### config.mk
export PLATFORM = sky130hd
export DESIGN_NAME = pmcs_power_mode_clock_switch
export DESIGN_NICKNAME = d
export VERILOG_FILES = /design/src/pmcs_pkg.sv /design/src/pmcs_power_mode_clock_switch.sv /design/src/pmcs_osc_tick.sv
export VERILOG_INCLUDE_DIRS = /design/src
export SDC_FILE = /design/constraint.sdc
export NUM_CORES = 1
export LEC_CHECK = 0
export ABC_AREA = 1
export BUFFER_PORTS_ARGS = -buffer_cell sky130_fd_sc_hd__buf_2
export CAP_MARGIN = 25
export CORE_MARGIN = 10
export CORE_UTILIZATION = 56
export CTS_CLUSTER_DIAMETER = 100
export DETAILED_ROUTE_END_ITERATION = 8
export GPL_ROUTABILITY_DRIVEN = 0
export PLACE_DENSITY = 0.84
export SLEW_MARGIN = 20
export SYNTH_ARGS = -nofsm -noshare
export SYNTH_HDL_FRONTEND = slang
export SYNTH_HIERARCHICAL = 1
export SYNTH_SLANG_ARGS = --single-unit
### constraint.sdc
create_clock -name clk -period 4.5 [get_ports clk]
set_input_delay 0.45 -clock clk [delete_from_list [all_inputs] [get_ports clk]]
set_output_delay 0.45 -clock clk [all_outputs]
set_load 0.01 [all_outputs]
### src/pmcs_cfg.svh
// named offsets, field positions, reset values and counts of the clock switch
// assumes inclusion by the switch module and the bench top only
`ifndef PMCS_CFG_SVH
`define PMCS_CFG_SVH

// apb register byte addresses
`define PMCS_ADDR_OSC_CTRL 12'h000
`define PMCS_ADDR_T1_CTRL 12'h004
`define PMCS_ADDR_STATUS 12'h008

// oscillator control field positions
`define PMCS_IDLE_BIT 7
`define PMCS_IFS_HI 6
`define PMCS_IFS_LO 4
`define PMCS_CS_HI 1
`define PMCS_CS_LO 0
// timer1 control field positions
`define PMCS_SEC_EN_BIT 3

// reset values
`define PMCS_IDLE_RST 1'h0
`define PMCS_IFS_RST 3'h4
`define PMCS_CS_RST 2'h0
`define PMCS_SEC_EN_RST 1'h0
`define PMCS_CFG_RST 4'h0

// internal oscillator frequency codes
`define PMCS_IFS_SLOW 3'h0
`define PMCS_POST_MASK 7'h7F

// primary oscillator configuration codes
`define PMCS_CFG_XTAL_MAX 4'h2
`define PMCS_CFG_HSPLL 4'h6
`define PMCS_CFG_INT_A 4'h8
`define PMCS_CFG_INT_B 4'h9

// oscillator pin indices
`define PMCS_OSC_PRI 0
`define PMCS_OSC_SEC 1
`define PMCS_OSC_FAST 2
`define PMCS_OSC_SLOW 3
`define PMCS_OSC_NUM 4

// oscillator cycle counts
`define PMCS_OST_CYCLES 1024
`define PMCS_OLD_CYCLES 2
`define PMCS_NEW_CYCLES 3

`endif

### src/pmcs_pkg.sv
// types shared by the power mode clock switch
// assumes the cfg header is on the include path
package pmcs_pkg;
	typedef enum logic [2:0] {
		PMCS_ST_RUN = 3'h0,
		PMCS_ST_WAIT = 3'h1,
		PMCS_ST_SW_OLD = 3'h3,
		PMCS_ST_SW_NEW = 3'h2,
		PMCS_ST_IDLE = 3'h6,
		PMCS_ST_SLEEP = 3'h7
	} pmcs_state_e;

	typedef enum logic [1:0] {
		PMCS_SRC_PRI = 2'h0,
		PMCS_SRC_SEC = 2'h1,
		PMCS_SRC_INT = 2'h2
	} pmcs_src_e;
endpackage : pmcs_pkg

### src/pmcs_power_mode_clock_switch.sv
// power mode and clock source switch with apb control registers
// assumes oscillator pins and level status pins are asynchronous, apb and cpu on clk
`timescale 1ns/1ps
`include "pmcs_cfg.svh"

// Functional notes
// RL1 - select 00 primary, 01 secondary, 1x internal
// RL2 - primary type comes from configuration field
// RL3 - select write starts switch when source runs
// RL4 - halt: idle bit picks sleep or idle
// RL5 - run modes clock cpu and peripherals alike
// RL6 - each halt uses idle bit current value
// RL7 - switch: two old plus three-four new
// RL8 - primary active bit while primary clocks device
// RL9 - fast stable bit while fast osc drives
// RL10 - secondary active bit while timer1 clocks device
// RL11 - status clear on slow or unstable fast
// RL12 - internal primary may show both status bits
// RL13 - internal mode entry clears primary active bit
// RL14 - reset enters primary run, primary active set
// RL15 - select 01: timer1 clock, primary off, bits
// RL16 - secondary disabled: select 01 is ignored
// RL17 - timer1 not yet running: hold device clocks
// RL18 - stay on timer1 until primary is ready
// RL19 - switch leaves controls and timer1 untouched
// RL20 - software starts timer1 before selecting it
// RL21 - crystal primary waits 1024 oscillator cycles
// RL22 - halt is one pulse, idle bit sampled then
module pmcs_power_mode_clock_switch #(
	parameter int unsigned OST_CYCLES = `PMCS_OST_CYCLES
) (
	// clock and reset
	input wire logic clk,
	input wire logic rst,
	// apb slave
	input wire logic psel,
	input wire logic penable,
	input wire logic pwrite,
	input wire logic [11:0] paddr,
	input wire logic [31:0] pwdata,
	output logic [31:0] prdata,
	output logic pready,
	output logic pslverr,
	// configuration strap
	input wire logic [3:0] primary_osc_config,
	// oscillator pins and analog status
	input wire logic [`PMCS_OSC_NUM-1:0] osc_in,
	input wire logic sec_osc_running,
	input wire logic fast_osc_stable,
	// cpu core
	input wire logic halt_pulse,
	input wire logic wake_pulse,
	// clock enables and oscillator controls
	output logic cpu_clk_en,
	output logic periph_clk_en,
	output logic pri_osc_enable,
	output logic sec_osc_enable_out,
	output pmcs_pkg::pmcs_src_e active_source,
	output pmcs_pkg::pmcs_state_e pm_state
);
	import pmcs_pkg::*;

	localparam int unsigned SU_W = $clog2(OST_CYCLES + 1);
	// the counter starts at zero, so the last count equals the full tick count
	localparam logic [SU_W-1:0] SU_LAST = SU_W'(OST_CYCLES);
	localparam logic [1:0] OLD_LAST = 2'(`PMCS_OLD_CYCLES - 1);
	localparam logic [1:0] NEW_LAST = 2'(`PMCS_NEW_CYCLES - 1);

	logic idle_on_halt_reg;
	logic [2:0] internal_freq_select_reg;
	logic [1:0] clock_select_reg;
	logic secondary_osc_enable_reg;
	logic primary_clock_active_reg;
	logic fast_internal_stable_reg;
	logic secondary_clock_active_reg;
	pmcs_state_e state_reg;
	pmcs_state_e state_next;
	pmcs_src_e cur_reg;
	pmcs_src_e tgt_reg;
	logic [1:0] sw_cnt_reg;
	logic [1:0] sw_cnt_next;
	logic [SU_W-1:0] su_cnt_reg;
	logic [6:0] div_cnt_reg;
	logic [3:0] cfg_s1_reg;
	logic [3:0] cfg_reg;
	logic cfg_arm_reg;
	logic cfg_taken_reg;
	logic [1:0] lvl_s1_reg;
	logic [1:0] lvl_s2_reg;
	logic [`PMCS_OSC_NUM-1:0] osc_tick;

	// oscillator edge ticks, one synchroniser each
	genvar gi;
	generate
		for (gi = 0; gi < `PMCS_OSC_NUM; gi++) begin : g_tick
			pmcs_osc_tick u_tick (
				.clk(clk),
				.rst(rst),
				.osc_in(osc_in[gi]),
				.tick(osc_tick[gi])
			);
		end
	endgenerate

	wire secondary_run_s = lvl_s2_reg[0];
	wire fast_stable_s = lvl_s2_reg[1];

	// primary type from the configuration strap
	wire cfg_internal = (cfg_reg == `PMCS_CFG_INT_A) || (cfg_reg == `PMCS_CFG_INT_B); // RL2
	wire cfg_crystal = (cfg_reg <= `PMCS_CFG_XTAL_MAX) || (cfg_reg == `PMCS_CFG_HSPLL); // RL2

	// internal block: slow osc direct, else fast osc through the postscaler
	wire [6:0] post_mask = `PMCS_POST_MASK >> internal_freq_select_reg;
	wire int_slow = internal_freq_select_reg == `PMCS_IFS_SLOW;
	wire fast_div_hit = osc_tick[`PMCS_OSC_FAST] && ((div_cnt_reg & post_mask) == post_mask);
	wire int_tick = int_slow ? osc_tick[`PMCS_OSC_SLOW] : fast_div_hit;
	wire pri_tick = cfg_internal ? int_tick : osc_tick[`PMCS_OSC_PRI]; // RL2

	// source select decode, low bit ignored when high bit set
	wire pmcs_src_e sel_src = clock_select_reg[`PMCS_CS_HI] ? PMCS_SRC_INT :
		(clock_select_reg[`PMCS_CS_LO] ? PMCS_SRC_SEC : PMCS_SRC_PRI); // RL1

	// readiness of each source
	wire su_done = su_cnt_reg == SU_LAST;
	wire pri_ready = pri_osc_enable && (!cfg_crystal || su_done); // RL21
	wire sec_ready = secondary_osc_enable_reg && secondary_run_s; // RL17

	function automatic logic src_pick(input pmcs_src_e s, input logic p, input logic q,
		input logic r);
		src_pick = (s == PMCS_SRC_PRI) ? p : ((s == PMCS_SRC_SEC) ? q : r);
	endfunction : src_pick

	wire cur_tick = src_pick(cur_reg, pri_tick, osc_tick[`PMCS_OSC_SEC], int_tick);
	wire tgt_tick = src_pick(tgt_reg, pri_tick, osc_tick[`PMCS_OSC_SEC], int_tick);
	wire cur_ready = src_pick(cur_reg, pri_ready, sec_ready, 1'b1);
	wire sel_ready = src_pick(sel_src, pri_ready, sec_ready, 1'b1);

	// switch request, blocked when secondary is not enabled
	wire sel_blocked = (sel_src == PMCS_SRC_SEC) && !secondary_osc_enable_reg; // RL16
	wire want_switch = (sel_src != cur_reg) && !sel_blocked; // RL3
	wire awake = (state_reg == PMCS_ST_RUN) || (state_reg == PMCS_ST_WAIT);
	wire halt_take = halt_pulse && awake; // RL22
	wire in_switch = (state_reg == PMCS_ST_SW_OLD) || (state_reg == PMCS_ST_SW_NEW);
	wire live = state_reg != PMCS_ST_SLEEP;

	// mode sequencer
	always_comb begin
		state_next = state_reg;
		case (state_reg)
			PMCS_ST_RUN, PMCS_ST_WAIT: begin
				if (halt_take) begin
					state_next = idle_on_halt_reg ? PMCS_ST_IDLE : PMCS_ST_SLEEP; // RL4 RL6
				end else if (!want_switch) begin
					state_next = PMCS_ST_RUN;
				end else if (sel_ready) begin
					state_next = PMCS_ST_SW_OLD; // RL3
				end else begin
					state_next = PMCS_ST_WAIT; // RL17 RL18
				end
			end
			PMCS_ST_SW_OLD: begin
				if (cur_tick && sw_cnt_reg == OLD_LAST) begin
					state_next = PMCS_ST_SW_NEW; // RL7
				end
			end
			PMCS_ST_SW_NEW: begin
				if (tgt_tick && sw_cnt_reg == NEW_LAST) begin
					state_next = PMCS_ST_RUN; // RL7
				end
			end
			PMCS_ST_IDLE, PMCS_ST_SLEEP: begin
				if (wake_pulse) begin
					state_next = PMCS_ST_RUN;
				end
			end
			default: begin
				state_next = PMCS_ST_RUN;
			end
		endcase
	end

	// transition counter counts old ticks, then new ticks
	wire count_tick = ((state_reg == PMCS_ST_SW_OLD) && cur_tick) ||
		((state_reg == PMCS_ST_SW_NEW) && tgt_tick);
	always_comb begin
		sw_cnt_next = sw_cnt_reg;
		if (state_next != state_reg) begin
			sw_cnt_next = 2'h0;
		end else if (count_tick) begin
			sw_cnt_next = sw_cnt_reg + 2'h1; // RL7
		end
	end

	// clock enables: all held during the switch itself for a glitch-free handover
	wire run_clk = (state_reg == PMCS_ST_RUN) && cur_ready && cur_tick; // RL5
	wire wait_clk = (state_reg == PMCS_ST_WAIT) && (sel_src != PMCS_SRC_SEC) && cur_tick; // RL18
	wire cpu_next = run_clk || wait_clk; // RL4
	wire idle_clk = (state_reg == PMCS_ST_IDLE) && cur_ready && cur_tick; // RL4
	wire periph_next = cpu_next || idle_clk; // RL5

	// primary runs while used or wanted; off in sleep and after leaving it
	wire pri_en_next = (live && cur_reg == PMCS_SRC_PRI) ||
		((awake || in_switch) && tgt_reg == PMCS_SRC_PRI); // RL15

	// status bits
	wire pri_act_next = live && cur_reg == PMCS_SRC_PRI && pri_ready; // RL8 RL13 RL14
	wire fast_src = (cur_reg == PMCS_SRC_INT) || (cur_reg == PMCS_SRC_PRI && cfg_internal); // RL12
	wire fast_stb_next = live && fast_stable_s && !int_slow && fast_src; // RL9 RL11
	wire sec_act_next = live && cur_reg == PMCS_SRC_SEC; // RL10 RL15

	// apb decode: answer one cycle into the access phase
	wire apb_acc = psel && penable && !pready;
	wire apb_done = psel && penable && pready;
	wire hit_osc = paddr == `PMCS_ADDR_OSC_CTRL;
	wire hit_t1 = paddr == `PMCS_ADDR_T1_CTRL;
	wire hit_st = paddr == `PMCS_ADDR_STATUS;
	wire hit_any = hit_osc || hit_t1 || hit_st;
	wire wr_osc = apb_done && pwrite && hit_osc;
	wire wr_t1 = apb_done && pwrite && hit_t1;
	wire [31:0] rd_osc = {24'h0, idle_on_halt_reg, internal_freq_select_reg,
		primary_clock_active_reg, fast_internal_stable_reg, clock_select_reg};
	wire [31:0] rd_t1 = {24'h0, 1'b0, secondary_clock_active_reg, 2'h0,
		secondary_osc_enable_reg, 3'h0};
	wire [31:0] rd_st = {20'h0, cfg_reg, 1'b0, pri_ready, cur_reg, 1'b0, state_reg};
	wire [31:0] rd_mux = hit_osc ? rd_osc : (hit_t1 ? rd_t1 : (hit_st ? rd_st : 32'h0));

	always_ff @(posedge clk or posedge rst) begin
		if (rst) begin
			pready <= 1'b0;
			pslverr <= 1'b0;
			prdata <= 32'h0;
		end else begin
			pready <= apb_acc;
			pslverr <= apb_acc && !hit_any;
			prdata <= (apb_acc && !pwrite) ? rd_mux : 32'h0;
		end
	end

	// software controls change only by apb, never by the sequencer
	always_ff @(posedge clk or posedge rst) begin
		if (rst) begin
			idle_on_halt_reg <= `PMCS_IDLE_RST;
			internal_freq_select_reg <= `PMCS_IFS_RST;
			clock_select_reg <= `PMCS_CS_RST;
			secondary_osc_enable_reg <= `PMCS_SEC_EN_RST;
		end else begin
			if (wr_osc) begin
				idle_on_halt_reg <= pwdata[`PMCS_IDLE_BIT]; // RL19
				internal_freq_select_reg <= pwdata[`PMCS_IFS_HI:`PMCS_IFS_LO];
				clock_select_reg <= pwdata[`PMCS_CS_HI:`PMCS_CS_LO]; // RL19
			end
			if (wr_t1) begin
				secondary_osc_enable_reg <= pwdata[`PMCS_SEC_EN_BIT]; // RL19
			end
		end
	end

	// strap taken through two flops after reset release
	always_ff @(posedge clk or posedge rst) begin
		if (rst) begin
			cfg_s1_reg <= `PMCS_CFG_RST;
			cfg_reg <= `PMCS_CFG_RST;
			cfg_arm_reg <= 1'b0;
			cfg_taken_reg <= 1'b0;
		end else begin
			cfg_s1_reg <= primary_osc_config;
			cfg_arm_reg <= 1'b1;
			if (cfg_arm_reg && !cfg_taken_reg) begin
				cfg_reg <= cfg_s1_reg; // RL2
				cfg_taken_reg <= 1'b1;
			end
		end
	end

	// level status pins synchronised
	always_ff @(posedge clk or posedge rst) begin
		if (rst) begin
			lvl_s1_reg <= 2'h0;
			lvl_s2_reg <= 2'h0;
		end else begin
			lvl_s1_reg <= {fast_osc_stable, sec_osc_running};
			lvl_s2_reg <= lvl_s1_reg;
		end
	end

	// start-up counter; reset shows it expired so the device starts in primary run
	always_ff @(posedge clk or posedge rst) begin
		if (rst) begin
			su_cnt_reg <= SU_LAST;
			div_cnt_reg <= 7'h00;
		end else begin
			if (!pri_osc_enable) begin
				su_cnt_reg <= '0; // RL21
			end else if (!su_done && osc_tick[`PMCS_OSC_PRI]) begin
				su_cnt_reg <= su_cnt_reg + SU_W'(1); // RL21
			end
			if (osc_tick[`PMCS_OSC_FAST]) begin
				div_cnt_reg <= div_cnt_reg + 7'h01;
			end
		end
	end

	// sequencer state and sources
	always_ff @(posedge clk or posedge rst) begin
		if (rst) begin
			state_reg <= PMCS_ST_RUN; // RL14
			cur_reg <= PMCS_SRC_PRI; // RL14
			tgt_reg <= PMCS_SRC_PRI;
			sw_cnt_reg <= 2'h0;
		end else begin
			state_reg <= state_next;
			sw_cnt_reg <= sw_cnt_next;
			if (awake) begin
				tgt_reg <= sel_src;
			end
			if (state_reg == PMCS_ST_SW_NEW && state_next == PMCS_ST_RUN) begin
				cur_reg <= tgt_reg; // RL15 RL18
			end
		end
	end

	// registered outputs and status
	always_ff @(posedge clk or posedge rst) begin
		if (rst) begin
			cpu_clk_en <= 1'b0;
			periph_clk_en <= 1'b0;
			pri_osc_enable <= 1'b1;
			primary_clock_active_reg <= 1'b1; // RL14
			fast_internal_stable_reg <= 1'b0;
			secondary_clock_active_reg <= 1'b0;
		end else begin
			cpu_clk_en <= cpu_next;
			periph_clk_en <= periph_next;
			pri_osc_enable <= pri_en_next;
			primary_clock_active_reg <= pri_act_next;
			fast_internal_stable_reg <= fast_stb_next;
			secondary_clock_active_reg <= sec_act_next;
		end
	end

	// timer1 keeps running whatever the switch does
	assign sec_osc_enable_out = secondary_osc_enable_reg; // RL19
	assign active_source = cur_reg;
	assign pm_state = state_reg;
endmodule : pmcs_power_mode_clock_switch

### src/pmcs_osc_tick.sv
// one oscillator pin turned into a one-cycle tick per rising edge
// assumes the oscillator runs well below half of clk
`timescale 1ns/1ps
module pmcs_osc_tick (
	// clock and reset
	input wire logic clk,
	input wire logic rst,
	// oscillator pin
	input wire logic osc_in,
	// tick on clk
	output logic tick
);
	logic s1_reg;
	logic s2_reg;
	logic prev_reg;

	always_ff @(posedge clk or posedge rst) begin
		if (rst) begin
			s1_reg <= 1'b0;
			s2_reg <= 1'b0;
			prev_reg <= 1'b0;
			tick <= 1'b0;
		end else begin
			s1_reg <= osc_in;
			s2_reg <= s1_reg;
			prev_reg <= s2_reg;
			tick <= s2_reg & ~prev_reg;
		end
	end
endmodule : pmcs_osc_tick

* Yosys cells after proc, flatten, opt, wreduce, memory -nomap -nowiden *
Cells that the tools add are included.

word-level totals
  output and inout port bits = 43
  register bits = 84
  logic and storage cells = 173
  bits of input ports = 61

operators by class
  equality and inequality tests = 23
  multiplexer cells = 28
  reduce and logical (&&, ||, !) cells = 67
  bitwise gates (word level) = 9
  shifts and indexed selects = 1
  $add $sub $neg = 3
  order comparisons = 1

operators by type and width
  operator                                              number
  2-to-1 mux 12 bit                                     4
  logical AND 1 bit                                     35
  2-to-1 mux 11 bit                                     2
  logical OR 1 bit                                      13
  equality test 12 x 3 -> 1 bit, second input constant  1
  equality test 12 x 4 -> 1 bit, second input constant  1
  logical NOT 12 bit                                    1
  2-to-1 mux 1 bit                                      12
  2-to-1 mux 3 bit                                      4
  one-hot mux 3 bit (4 select lines)                    1
  adder 11 x 1 -> 11 bit, second input constant         1
  equality test 11 bit, second input constant           1
  2-to-1 mux 2 bit                                      5
  logical NOT 1 bit                                     9
  logical NOT 3 bit                                     3
  equality test 2 x 1 -> 1 bit, second input constant   4
  equality test 4 bit, second input constant            2
  adder 7 x 1 -> 7 bit, second input constant           1
  AND 7 bit                                             1
  equality test 7 bit                                   1
  right shift 7 x 3 -> 7 bit, first input constant      1
  equality test 3 x 2 -> 1 bit, second input constant   2
  equality test 3 bit, second input constant            2
  logical NOT 2 bit                                     3
  13 further kinds                                      22

* Depth between registers and ports, before layout *
  depth in word-level cells = 12
  gate-level depth with buffers = 14
  gate-level depth less buffers = 14

* Modules after synthesis *
Netlist, hierarchy kept.

by module, submodules not included
  module                        sequential area each (µm²)  area an instance (µm²)  cells each  instances
  pmcs_power_mode_clock_switch  1681.6                      3367.0                  397         1
  pmcs_osc_tick                 100.1                       113.9                   7           4

* Least setup slack after synthesis *
No wires, ideal clock.

  path type = input-to-reg
  start = in paddr[1]
  end = reg clock_select_reg[1]
  stages on the path = 7
  data required time = 4.372 ns
  arrival time = 1.544 ns
  buffers on the path = 0
  library setup time = 0.128 ns
  setup slack = 2.829 ns
  cell sequence = nor2_1 > nand2_1 > nor2_1 > inv_2 > nor2_2 > nand2_2 > mux2_1

on the way
  word-level cells in the longest chain between the ends = 2

RTL lines
  item                          line                                 text
  start: declaration            pmcs_power_mode_clock_switch.sv:39   input wire logic [11:0] paddr,
  logical NOT 12 bit (no line)  -
  logical AND 1 bit             pmcs_power_mode_clock_switch.sv:218  wire wr_osc = apb_done && pwrite && hit_osc;
  end signal: assignment        pmcs_power_mode_clock_switch.sv:244  clock_select_reg <= `PMCS_CS_RST;
  end signal: assignment        pmcs_power_mode_clock_switch.sv:250  clock_select_reg <= pwdata[`PMCS_CS_HI:`PMCS_CS_LO];
  end: declaration              pmcs_power_mode_clock_switch.sv:71   logic [1:0] clock_select_reg;

Every way passes these cells.
A chain may end at the register's enable or synchronous reset.

* Worst setup path in the final report *
  start = reg internal_freq_select_reg[2]
  end = reg sw_cnt_reg[1]

on the way
  word-level cells in the longest chain between the ends = 12
  elaborated cells between the ends (all ways) = 22
  those cells by class = 2 x eq/ne; 1 x shift; 10 x mux; 1 x bitwise; 8 x reduce/logical

RTL lines
  item                                                           line                                                                      text
  start: declaration                                             pmcs_power_mode_clock_switch.sv:70                                        logic [2:0] internal_freq_select_reg;
  start signal: assignment                                       pmcs_power_mode_clock_switch.sv:243                                       internal_freq_select_reg <= `PMCS_IFS_RST;
  start signal: assignment                                       pmcs_power_mode_clock_switch.sv:249                                       internal_freq_select_reg <= pwdata[`PMCS_IFS_HI:`PMCS_IFS_LO];
  right shift 7 x 3 -> 7 bit (no line)                           -
  AND 7 bit                                                      pmcs_power_mode_clock_switch.sv:115                                       wire fast_div_hit = osc_tick[`PMCS_OSC_FAST] && ((div_cnt_reg & post_mask) == post_mask);
  equality test 7 bit                                            pmcs_power_mode_clock_switch.sv:115
  logical AND 1 bit                                              pmcs_power_mode_clock_switch.sv:115
  2-to-1 mux 1 bit (*)                                           pmcs_power_mode_clock_switch.sv:116                                       wire int_tick = int_slow ? osc_tick[`PMCS_OSC_SLOW] : fast_div_hit;
  2-to-1 mux 1 bit, on equally long branches                     pmcs_power_mode_clock_switch.sv:130, pmcs_power_mode_clock_switch.sv:117
  2-to-1 mux 1 bit                                               pmcs_power_mode_clock_switch.sv:130                                       src_pick = (s == PMCS_SRC_PRI) ? p : ((s == PMCS_SRC_SEC) ? q : r);
  logical AND 1 bit, on equally long branches                    pmcs_power_mode_clock_switch.sv:167, pmcs_power_mode_clock_switch.sv:162
  2-to-1 mux 3 bit, on equally long branches                     pmcs_power_mode_clock_switch.sv:167, pmcs_power_mode_clock_switch.sv:162
  one-hot mux 3 bit (4 select lines) (*)                         pmcs_power_mode_clock_switch.sv:149                                       case (state_reg)
  net state_next[0]                                              pmcs_power_mode_clock_switch.sv:77                                        pmcs_state_e state_next;
  inequality test 3 bit (*)                                      pmcs_power_mode_clock_switch.sv:187                                       if (state_next != state_reg) begin
  2-to-1 mux 2 bit / nonzero test 2 bit (equally long branches)  -
  end signal: assignment                                         pmcs_power_mode_clock_switch.sv:312                                       sw_cnt_reg <= sw_cnt_next;
  end: declaration                                               pmcs_power_mode_clock_switch.sv:80                                        logic [1:0] sw_cnt_reg;

Mark *: on every way through the listed nets, which the timed path passes. The rest lies on a longest branch.

==> flow_summary.json <==
{
  "largest_reg_flops": 12,
  "dieWidth_um": 102.6,
  "grtUsageMet2": 0.2424,
  "synthCells": 425,
  "place_ws_ns": 2.472,
  "placed_cell_area_um2": 4118,
  "finalCriticalPeriod_ns": 1.917,
  "path_class": "reg -> reg",
  "cp.arrival_ns": 2.18,
  "cap_violations": 0,
  "top_usage_layer": "met2",
  "wirelength_um": 7899,
  "grt_antenna_before_repair": 0,
  "synth-async-reset-ratio": 1.000,
  "rsz0062_at_grt": "no",
  "maxClockFrequency_mhz": 521.6,
  "cts-resized-gates": 0,
  "slew_viol_final": 0,
  "die-height_um": 102.6,
  "die_area_um2": 10530,
  "diodes": 0,
  "syn_area_um2": 3822,
  "syn_area_per_cell_um2": 8.994,
  "design_area_um2": 4370,
  "via_count": 2883,
  "clockBufferDepth": 2,
  "fin_crit_sh": 0.4260,
  "maxSlewHeadroom": 0.5916,
  "grt_pass1_vias": 2806,
  "critPathCaptureType": "flip-flop",
  "drtPass1Iterations": 4,
  "finalSetupViolations": 0,
  "grt_max_degree": 41,
  "insertion_delay_ns": 0.36,
  "dp_hpwl_um": 5926,
  "routed_via_density": 5.005,
  "wl_per_cell_um": 13.71,
  "drive_above_1_share": 0.2319,
  "grt_use_met3": 0.04960,
  "clk_pin_slew_ns": 0.08,
  "nNetsFinal": 557,
  "track_usage": 0.1544,
  "core_area_um2": 6719,
  "status": "completed",
  "finalHoldViolCount": 0,
  "drt_first_iter_violations": 170,
  "grt_pass1_wl_um": 12660,
  "overflow": 0,
  "start_util": 0.5689,
  "clock-root-buffer": "clkbuf_8",
  "hold_path_class": "in -> reg",
  "required_ns": 4.76,
  "ir_drop_uv": 308.9,
  "met1_usage": 0.1889,
  "drc": 0,
  "yosys_warnings": 6,
  "tightest_slew_ns": 0.6092,
  "crit_path_start_kind": "flip-flop",
  "seq_area_frac_synth": 0.5447,
  "synth-edff-count": 0,
  "p_leak_uw": 0.002220,
  "crit_path_max_fanout": 5,
  "clkSinkCount": 83,
  "yosysUniqueCellTypes": 37,
  "drtAntennaViolNets": 0,
  "cts_buffers": 9,
  "area_growth_pct": 14.34,
  "htree_levels": 3,
  "port_buffers": 58,
  "cts_setup_buffers": 0,
  "row_count": 30,
  "cts_tree": "built",
  "fin_tns_setup_ns": 0,
  "ys_seq_elements": 83,
  "num_io_pins": 104,
  "finalClockSkew_ns": 0.01168,
  "power_density_nw_per_um2": 463.1,
  "yosys_most_used_dff": "dfrtp_1",
  "finalWorstSetupSlack_ns": 2.583
}
[metrics by stage]
step,total power [uW],util,hold slack (ns),instances
3_3_place_gp,1370,0.6128,0.3325,559
6_report,2024,0.6505,0.1945,576
5_1_grt,2147,0.6505,0.1715,576
3_5_place_dp,1393,0.6128,0.3347,559
2_1_floorplan,1273,-,0.2161,444
4_1_cts,2030,0.6490,0.001239,575
[layout by cell type (no fill, tap or decap), types with 2 or more instances in the layout]
| cell type | instances |
|---|---|
| a21oi_1 | 22 |
| a21oi_2 | 3 |
| buf_2 | 58 |
| bufinv_16 | 3 |
| clkbuf_1 | 2 |
| clkbuf_8 | 10 |
| conb_1 | 21 |
| dfrtp_1 | 79 |
| dfstp_2 | 4 |
| ha_1 | 5 |
| inv_1 | 55 |
| inv_2 | 8 |
| mux2_1 | 3 |
| nand2_1 | 78 |
| nand2_2 | 9 |
| nand3_1 | 22 |
| nand3_2 | 3 |
| nand4_1 | 5 |
| nor2_1 | 42 |
| nor2_2 | 7 |
| nor3_1 | 14 |
| nor3_2 | 5 |
| o21ai_0 | 11 |
| o21ai_1 | 4 |
| o31ai_1 | 2 |
| or2_1 | 2 |
| xnor2_1 | 2 |
| xor2_1 | 5 |
[worst max-delay path: stages, from the launching register on]
cell and delay (ns):
dfstp_2 0.58, nand2_1 0.08, nand2_1 0.07, nand2_1 0.06
a21oi_2 0.12, nand3_2 0.09, nand2_1 0.10, a21oi_1 0.08
nand2_2 0.12, nand2_1 0.08, nand2_2 0.08, nand2_2 0.06
nand2_2 0.06, nand2_2 0.06, nor3_1 0.19
[synth_stat cells, types with 2 or more instances]
master    count  area share
a21oi_2       3      0.0069
inv_1        56       0.055
nand4_1       5      0.0082
dfstp_2       4       0.027
nor3_1       14       0.018
buf_4        20       0.039
nand3_2       3      0.0079
nand2_2       9       0.015
o21ai_0      11       0.014
clkbuf_1      2      0.0020
o31ai_1       2      0.0039
xor2_1        5       0.011
nor2_2        7       0.011
a21oi_1      22       0.029
nor2_1       42       0.041
nand3_1      22       0.029
nand2_1      78       0.077
nor3_2        5       0.013
xnor2_1       2      0.0046
dfrtp_1      79        0.52
conb_1        2      0.0020
o21ai_1       4      0.0052
inv_2         7      0.0069
ha_1          5       0.016
mux2_1        3      0.0088
or2_1         2      0.0033
[cell type report]
cell class                 count  area (um2)
clock inverter                 4       97.59
clock buffer                  12       145.1
tap                           80       100.1
multi-input combinational    274        1401
inverter                      63       236.5
fill                         556        2349
sequential                    83        2082
timing repair buffer          60       307.8
[timing repair]
item / in CTS / in global routing
hold buffers: 0 / 1
hold endpoints to repair: 0 / 4
setup endpoints to repair: 0 / 0
[where the power goes]
part	leakage, uW	internal (uW)	switching (uW)
logic	0.00106	155	282
clock network	0.000117	384	258
registers	0.00104	844	101
[path summary, 6_finish.rpt]
kind	startpoint	endpoint	slack, ns	cells after the start
hold reg to reg	lvl_s1_reg[0]	lvl_s2_reg[0]	0.35	0
setup reg to reg	internal_freq_select_reg[2]	sw_cnt_reg[1]	2.58	14
min in group asynchronous	rst	g_tick[2].u_tick/s1_reg	0.55	3
hold / removal	osc_in[0]	g_tick[0].u_tick/s1_reg	0.19	1
setup / recovery	internal_freq_select_reg[2]	sw_cnt_reg[1]	2.58	14
max in group asynchronous	rst	su_cnt_reg[10]	2.84	4
[metal layers]
metal  part of all wire  up-vias  wire length [um]
met3              0.091       15               717
li1                   -     1428                 -
met4              0.018        0               146
met2               0.45      109              3570
met5                  0        -                 0
met1               0.44     1331              3464
[cell families after synthesis]
logic type,after synthesis,synth area share
xor+xnor,8,0.02030
flops,83,0.5447
simple gates,191,0.2318
buf+inv,87,0.1074
compound gates,45,0.06580
fa+ha+maj,5,0.01637
other cells,2,0.001965
mux,4,0.01178
Note: power is estimated with default switching activity, not from simulation.
